===== src/logic/rtps_defs.vh =====
`ifndef RTPS_DEFS_VH
`define RTPS_DEFS_VH

// protocol state codes, one-hot
`define RTPS_ST_READY      3'h1
`define RTPS_ST_ARB        3'h2
`define RTPS_ST_KNOWN      3'h4
`define RTPS_ST_W          3

// command opcodes as delivered by the command decoder
`define RTPS_CMD_W         4
`define RTPS_CMD_SEL_MEM   4'h1
`define RTPS_CMD_SEL_FLAG  4'h2
`define RTPS_CMD_USEL_MEM  4'h3
`define RTPS_CMD_USEL_FLAG 4'h4
`define RTPS_CMD_INIT      4'h5
`define RTPS_CMD_READ      4'h6
`define RTPS_CMD_DATA_READ 4'h7
`define RTPS_CMD_WRITE     4'h8
`define RTPS_CMD_LOCK      4'h9

// compare modes of a select: equal, not equal
`define RTPS_CMP_EQ        1'h0
`define RTPS_CMP_NE        1'h1

// sticky flag retention in milliseconds at 250 MHz (4 ns)
`define RTPS_RETAIN_MS     2000
`define RTPS_CLK_HZ        250000000
`define RTPS_RETAIN_CYC    (`RTPS_RETAIN_MS * (`RTPS_CLK_HZ / 1000))

`endif


===== src/logic/rtps_core.v =====
`include "rtps_defs.vh"
`timescale 1ns/1ns
module rtps_core #(
  parameter RETAIN_CYC = `RTPS_RETAIN_CYC
) (
  // clock and power-on reset
  input  wire                      i_core_clk,
  input  wire                      i_nrst,
  // field presence from the rectifier (asynchronous)
  input  wire                      i_field_on,
  // decoded command strobe from the forward-link decoder
  input  wire                      i_cmd_valid,
  input  wire [`RTPS_CMD_W-1:0]    i_cmd_op,
  input  wire                      i_cmp_mode,
  input  wire                      i_uid_match,
  input  wire                      i_mem_match,
  // memory access requests
  output reg                       o_mem_rd,
  output reg                       o_mem_wr,
  // reply request to the backscatter modulator
  output reg                       o_reply,
  // state view
  output reg  [`RTPS_ST_W-1:0]     o_state,
  output reg                       o_powered,
  output reg                       o_sticky
);

  // synchronised field and retained flag
  wire                   field_sync;
  wire                   sticky_now;
  // protocol state and power tracking
  reg  [`RTPS_ST_W-1:0]  state_reg;
  reg  [`RTPS_ST_W-1:0]  state_next;
  reg                    powered_reg;
  // flag control and select criterion
  reg                    sticky_set;
  reg                    sticky_clr;
  reg                    sel_hit;
  // command classes and gating
  reg                    is_sel;
  reg                    is_usel;
  reg                    is_init;
  reg                    is_rd;
  reg                    is_drd;
  reg                    is_wr;
  reg                    is_lock;
  reg                    cmd_active;
  reg                    cmd_take;
  // next values of the registered outputs
  reg                    rd_next;
  reg                    wr_next;
  reg                    reply_next;

  // field level crosses in through two flops
  // the field edge is slow, so two flops of latency cost nothing
  rtps_sync2 u_field_sync (
    .i_core_clk (i_core_clk),
    .i_nrst     (i_nrst),
    .i_async    (i_field_on),
    .o_sync     (field_sync)
  );

  // not on reset
  // decay counts only unpowered cycles; a short null keeps the flag
  rtps_retain #(
    .RETAIN_CYC (RETAIN_CYC)
  ) u_sticky (
    .i_core_clk (i_core_clk),
    .i_powered  (powered_reg),
    .i_set      (sticky_set),
    .i_clear    (sticky_clr),
    .o_flag     (sticky_now)
  );

  // select criterion: memory compare or flag compare
  always @* begin
    sel_hit = 1'b0;
    case (i_cmd_op)
      `RTPS_CMD_SEL_MEM, `RTPS_CMD_USEL_MEM: begin
        sel_hit = i_mem_match;
      end
      `RTPS_CMD_SEL_FLAG, `RTPS_CMD_USEL_FLAG: begin
        sel_hit = (i_cmp_mode == `RTPS_CMP_EQ) ? sticky_now : ~sticky_now;
      end
      default: begin
        sel_hit = 1'b0;
      end
    endcase
  end

  // decoded forward link
  // opcode classes; the forward-link decoder has already stripped the
  // Manchester coding and checked the frame, so one strobe is one command
  // classes are kept one-hot so the state table below stays readable
  always @* begin
    is_sel  = 1'b0;
    is_usel = 1'b0;
    is_init = 1'b0;
    is_rd   = 1'b0;
    is_drd  = 1'b0;
    is_wr   = 1'b0;
    is_lock = 1'b0;
    case (i_cmd_op)
      `RTPS_CMD_SEL_MEM, `RTPS_CMD_SEL_FLAG: begin
        is_sel = 1'b1;
      end
      `RTPS_CMD_USEL_MEM, `RTPS_CMD_USEL_FLAG: begin
        is_usel = 1'b1;
      end
      `RTPS_CMD_INIT: begin
        is_init = 1'b1;
      end
      `RTPS_CMD_READ: begin
        is_rd = 1'b1;
      end
      `RTPS_CMD_DATA_READ: begin
        is_drd = 1'b1;
      end
      `RTPS_CMD_WRITE: begin
        is_wr = 1'b1;
      end
      `RTPS_CMD_LOCK: begin
        is_lock = 1'b1;
      end
      default: begin
        is_init = 1'b0;
      end
    endcase
  end

  // state activity table
  // command classes the present state listens to; unknown opcodes are
  // never active, so a stray code from the decoder cannot move the state
  // and an inactive command gets no reply pulse either
  always @* begin
    cmd_active = 1'b0;
    case (state_reg)
      `RTPS_ST_READY: begin
        cmd_active = is_sel | is_init | is_rd | is_wr;
      end
      `RTPS_ST_ARB: begin
        cmd_active = is_sel | is_usel | is_init | is_rd | is_drd | is_wr;
      end
      `RTPS_ST_KNOWN: begin
        cmd_active = is_init | is_rd | is_drd | is_wr | is_lock;
      end
      default: begin
        cmd_active = 1'b0;
      end
    endcase
  end

  // taken only while powered; strobes during the power-up settle are lost
  always @* begin
    cmd_take = i_cmd_valid & powered_reg & cmd_active;
  end

  // next state; a command that is not taken leaves everything alone
  always @* begin
    state_next = state_reg;
    sticky_set = 1'b0;
    // commands never clear the flag; only a long null lets it decay
    sticky_clr = 1'b0;
    rd_next    = 1'b0;
    wr_next    = 1'b0;
    reply_next = 1'b0;
    // three states
    // a code outside the three cannot come from reset; if one ever did,
    // fall back to ready rather than sit with every command inactive
    if (state_reg != `RTPS_ST_READY && state_reg != `RTPS_ST_ARB
        && state_reg != `RTPS_ST_KNOWN) begin
      state_next = `RTPS_ST_READY;
    end else if (cmd_take && is_init) begin
      state_next = `RTPS_ST_READY;
    end else if (cmd_take) begin
      case (state_reg)
        `RTPS_ST_READY: begin
          if (is_sel && sel_hit) begin
            state_next = `RTPS_ST_ARB;
          end else if ((is_rd || is_wr) && i_uid_match) begin
            state_next = `RTPS_ST_KNOWN;
            rd_next    = is_rd;
            wr_next    = is_wr;
            reply_next = 1'b1;
          end
        end
        `RTPS_ST_ARB: begin
          // a repeated matching select keeps the tag in the round and answers
          if (is_sel && sel_hit) begin
            reply_next = 1'b1;
          end else if (is_usel && sel_hit) begin
            state_next = `RTPS_ST_READY;
          end else if ((is_drd || is_rd) && i_uid_match) begin
            state_next = `RTPS_ST_KNOWN;
            sticky_set = 1'b1;
            rd_next    = 1'b1;
            reply_next = 1'b1;
          end else if (is_wr && i_uid_match) begin
            state_next = `RTPS_ST_KNOWN;
            wr_next    = 1'b1;
            reply_next = 1'b1;
          end
        end
        `RTPS_ST_KNOWN: begin
          if (i_uid_match) begin
            rd_next    = is_rd | is_drd;
            wr_next    = is_wr | is_lock;
            reply_next = 1'b1;
          end
        end
        default: begin
          state_next = `RTPS_ST_READY;
        end
      endcase
    end
  end

  // state and power tracking; reset and field loss both give ready
  always @(posedge i_core_clk) begin
    if (!i_nrst) begin
      state_reg   <= `RTPS_ST_READY;
      powered_reg <= 1'b0;
    end else if (!field_sync) begin
      state_reg   <= `RTPS_ST_READY;
      powered_reg <= 1'b0;
    end else begin
      state_reg   <= state_next;
      powered_reg <= 1'b1;
    end
  end

  // request pulses; next values default low, so each lasts one cycle
  // a field drop kills a pending pulse: no power is left to act on it
  always @(posedge i_core_clk) begin
    if (!i_nrst) begin
      o_mem_rd <= 1'b0;
      o_mem_wr <= 1'b0;
      o_reply  <= 1'b0;
    end else if (!field_sync) begin
      o_mem_rd <= 1'b0;
      o_mem_wr <= 1'b0;
      o_reply  <= 1'b0;
    end else begin
      o_mem_rd <= rd_next;
      o_mem_wr <= wr_next;
      o_reply  <= reply_next;
    end
  end

  // state view; mirrors state_reg so the output comes from its own flop
  always @(posedge i_core_clk) begin
    if (!i_nrst) begin
      o_state   <= `RTPS_ST_READY;
      o_powered <= 1'b0;
      // the flag outlives reset, so its view does too
      o_sticky  <= sticky_now;
    end else if (!field_sync) begin
      o_state   <= `RTPS_ST_READY;
      o_powered <= 1'b0;
      o_sticky  <= sticky_now;
    end else begin
      o_state   <= state_next;
      o_powered <= 1'b1;
      // include a set landing this edge so the view never lags it
      o_sticky  <= sticky_now | sticky_set;
    end
  end

endmodule


===== src/logic/rtps_sync2.v =====
`timescale 1ns/1ns
// two-stage synchroniser for a level from outside the clock domain
module rtps_sync2 (
  // clock and reset
  input  wire i_core_clk,
  input  wire i_nrst,
  // level in and out
  input  wire i_async,
  output reg  o_sync
);

  reg meta_reg;

  // first stage feeds only the second
  always @(posedge i_core_clk) begin
    if (!i_nrst) begin
      meta_reg <= 1'b0;
      o_sync   <= 1'b0;
    end else begin
      meta_reg <= i_async;
      o_sync   <= meta_reg;
    end
  end

endmodule


===== src/logic/rtps_retain.v =====
`timescale 1ns/1ns
// retention cell for the sticky selected flag; no power-on reset input
module rtps_retain #(
  parameter RETAIN_CYC = 32'h1DCD_6500
) (
  // clock
  input  wire i_core_clk,
  // control
  input  wire i_powered,
  input  wire i_set,
  input  wire i_clear,
  // state
  output reg  o_flag
);

  reg [31:0] decay_reg;

  initial o_flag = 1'b0;
  initial decay_reg = 32'h0000_0000;

  // flag decays only after a null lasting the whole retention time
  always @(posedge i_core_clk) begin
    if (i_set) begin
      o_flag    <= 1'b1;
      decay_reg <= 32'h0000_0000;
    end else if (i_clear) begin
      o_flag    <= 1'b0;
      decay_reg <= 32'h0000_0000;
    end else if (i_powered) begin
      decay_reg <= 32'h0000_0000;
    end else if (o_flag) begin
      if (decay_reg >= RETAIN_CYC - 32'd1) begin
        o_flag    <= 1'b0;
        decay_reg <= 32'h0000_0000;
      end else begin
        decay_reg <= decay_reg + 32'd1;
      end
    end
  end

endmodule


===== config.mk =====
export PLATFORM = sky130hd
export DESIGN_NAME = rtps_core
export DESIGN_NICKNAME = d
export VERILOG_FILES = /design/src/logic/rtps_core.v /design/src/logic/rtps_sync2.v /design/src/logic/rtps_retain.v
export VERILOG_INCLUDE_DIRS = /design/src /design/src/logic
export SDC_FILE = /design/constraint.sdc
export NUM_CORES = 1
export LEC_CHECK = 0
export BUFFER_PORTS_ARGS = -buffer_cell sky130_fd_sc_hd__buf_2
export CELL_PAD_IN_SITES_DETAIL_PLACEMENT = 1
export CELL_PAD_IN_SITES_GLOBAL_PLACEMENT = 1
export CORE_MARGIN = 3
export CORE_UTILIZATION = 28
export DETAILED_ROUTE_END_ITERATION = 8
export PLACE_DENSITY = 0.61
export SETUP_SLACK_MARGIN = 0.05
export SLEW_MARGIN = 20
export SYNTH_ARGS = -nofsm -noshare
export SYNTH_HDL_FRONTEND = slang
export SYNTH_SLANG_ARGS = --single-unit

===== constraint.sdc =====
create_clock -name i_core_clk -period 2.4 [get_ports i_core_clk]
set_clock_uncertainty 0.2 [all_clocks]
set_input_delay 0.6 -clock i_core_clk [delete_from_list [all_inputs] [get_ports i_core_clk]]
set_output_delay 0.6 -clock i_core_clk [all_outputs]
set_load 0.01 [all_outputs]

==> results.yml <==
global_routing:
  antenna_found_initial: 0
  track_usage_pct: 13.65
  met1_usage_pct: 18.23
  grt_pass1_wl_um: 9825
  grt_use_met2_pct: 23.02
  grt.busiest_layer: "met2"
  grt_max_degree: 31
  globalRouteMet3Util_pct: 2.390
  grt_overflow: 0
  first_global_vias: 2099
logic_synthesis:
  synth-async-reset-ratio_pct: 0
  yosysWarnings: 0
  synthAdderAreaFrac_pct: 0.5685
  netlist-cell-type-count: 51
  synthCells: 264
  synth_xor_area_share_pct: 13.13
  synth_area_mm2: 0.002201
  yosysTopAreaCell: "dfxtp_1"
  ys.flop_type: "dfxtp_1"
  synth_top_area_share_pct: 39.11
  synth_area_per_cell_um2: 8.337
  synth_area_leaders: "dfxtp_1 39%, nor2_1 7.3%, xor2_1 6.8%"
  synth_top_family_by_area: "simple AND/OR/NAND/NOR gates"
  yosysSeqAreaShare_pct: 39.11
  synth_mux_area_share_pct: 0
  synth_simple_gate_area_share_pct: 32.92
  synthTopCellsByCount: "43 x dfxtp_1, 43 x nor2_1, 21 x nand2_1"
  synth_nets: 276
  synth-edff-count: 0
  synth_compound_gate_area_share_pct: 10.86
  synth_seq_cells: 43
critical_path:
  crit_fanout: 10
  reg2reg_slack_ns: 0.21
  path_buf_inv: 1
  path_cells: "buf_2 > nor4b_4 > a221oi_2 > a32o_2 > or3_4 > a2111o_1"
  crit_cells: 6
  cpLargestDelayFamily: "compound AO/OA/AOI/OAI gates"
  cp.arrival_ns: 2.21
  crit_slowest_cell: "a2111o_1"
  end_kind: "flop"
  cp-start-kind: "input port"
  reg2reg_depth: 5
  cp.required_ns: 2.38
  cpPeakStageDelay_ns: 0.36
  crit_type: "input port to flop"
finish:
  area_growth_pct: 24.56
  fin_nets: 316
  drive_gt1_share_pct: 20.98
  fillers: 923
  largest_register_ff_count: 32
  fin_cells: 404
  finalInstanceArea_mm2: 0.002741
  fin_util_pct: 36.81
  num_antenna_cells: 0
floorplanning:
  fp.dieW_um: 94.66
  core_area_mm2: 0.007447
  io_pins: 19
  initial_core_util_pct: 29.55
  rows: 31
  die_h_um: 94.66
  die_area_mm2: 0.008960
power_and_ir_drop:
  p_leak_nw: 1.032
  seqPwrFrac_pct: 52.6
  power.net_switching_mw: 0.2856
  ir_drop_mv: 0.2502
  combPwrFrac_pct: 4.7
  finalPower_mw: 1.370
  intPower_mw: 1.085
  power_density_mw_per_mm2: 499.9
  p_sw_share_pct: 20.84
  p_clk_share_pct: 42.7
sta:
  min_period_over_period_pct: 92.68
  max_freq_mhz: 449.6
  tightest_slew_ns: 0.4800
  fin_ws_ns: 0.1757
  min_period_ns: 2.224
  slew_viol_final: 0
  slew-limit-headroom_pct: 67.71
  final_hold_viol_count: 0
  rsz0062_at_grt: "no"
  finalSetupViolations: 0
place:
  dp_worst_setup_slack_ns: -0.1314
  dp_hpwl_um: 4202
  gp_congestion: 0.7527
  io_buffers: 18
  placed_area_mm2: 0.002624
  dpl.cell_count: 396
clocking:
  cts_buffer_depth: 2
  post-cts-setup-buffer-count: 0
  cts_hold_buf: 0
  cts.root.buffer_cell: "clkbuf_8"
  worstSkewPairLatency_ns: 0.30
  path_clk_slew_ns: 0.08
  cts_tree: "built"
  htree_levels: 2
  cts_buffers: 5
  cts.sinks: 43
  ctsResizeCount: 0
route:
  drc_errors: 0
  wire_per_inst_um: 13.73
  drtAntennaViolNets: 0
  post_drt_via_cell_ratio: 4.901
  first_pass_iters: 4
  vias: 1980
  postRouteWirelength_um: 5545
  drt_iter0_drc: 50
worst_hold_path:
  hp-class: "flop to flop"
  whs_path_depth: 1
status:
  status: "finished, final reports clean"
flow_run:
  cap_violations: 0
## metrics by stage
step                setup TNS [ns]  hold slack (ns)
finish                           0           0.2405
floorplan                        0           0.2118
global placement           -0.1428           0.2158
global route                     0           0.2557
CTS                              0           0.2485
detailed placement         -0.3178           0.2280
## worst paths after layout
kind	startpoint	endpoint
max	i_cmd_op[1]	o_state[0]$_SDFFE_PP1P_
min	u_field_sync.meta_reg$_SDFF_PN0_	u_field_sync.o_sync$_SDFF_PN0_
max reg2reg	o_state[1]$_SDFFE_PP0P_	o_state[0]$_SDFFE_PP1P_
min reg2reg	u_field_sync.meta_reg$_SDFF_PN0_	u_field_sync.o_sync$_SDFF_PN0_
## kinds of logic (layout without fill, tap and decap cells)
kind of cell | Yosys count | in the layout
adder cells (fa/ha/maj) | 1 | 1
AO/OA/AOI/OAI | 32 | 32
buffers and inverters | 18 | 59
XOR/XNOR | 33 | 33
AND/OR/NAND/NOR | 137 | 137
flip-flops | 43 | 43
## power by group through the flow
stage / logic [mW] / clock network, mW / registers [mW]
2_1_floorplan: 0.0356 / 0 / 0.736
3_3_place_gp: 0.0633 / 0 / 0.737
3_5_place_dp: 0.0655 / 0 / 0.737
4_1_cts: 0.0654 / 0.605 / 0.721
5_1_grt: 0.0717 / 0.631 / 0.722
6_report: 0.0648 / 0.585 / 0.721
## layout make-up
type / count / area [µm²] / area share (%)
Tap cell: 99 / 123.9 / 4.518
Timing Repair Buffer: 42 / 282.8 / 10.31
Multi-Input combinational cell: 203 / 1323 / 48.24
Sequential cell: 43 / 860.8 / 31.40
Inverter: 9 / 33.78 / 1.232
Clock buffer: 6 / 82.58 / 3.012
Clock inverter: 2 / 35.03 / 1.278
## cell usage in the layout, fill, tap and decap left out, drive strengths merged, types with 2 or more instances in the layout
cell type	n
a31oi	2
a21oi	6
buf	42
nand3	13
inv	9
xor2	17
xnor2	16
or3	2
nor3	9
nand3b	2
and4	3
nand4	11
o31ai	2
o21ai	6
nor4b	3
nor2	43
or3b	2
and2	3
nor4	8
nor2b	4
a211oi	3
dfxtp	43
and3	6
or4	2
clkbuf	6
nand2	21
## per-layer routing
layer	part of all wire, %	wire [µm]
met2	46	2577
met4	0.65	36
met3	1.9	107
met5	0	0
met1	51	2823
Note: power is estimated with default switching activity, not from simulation.
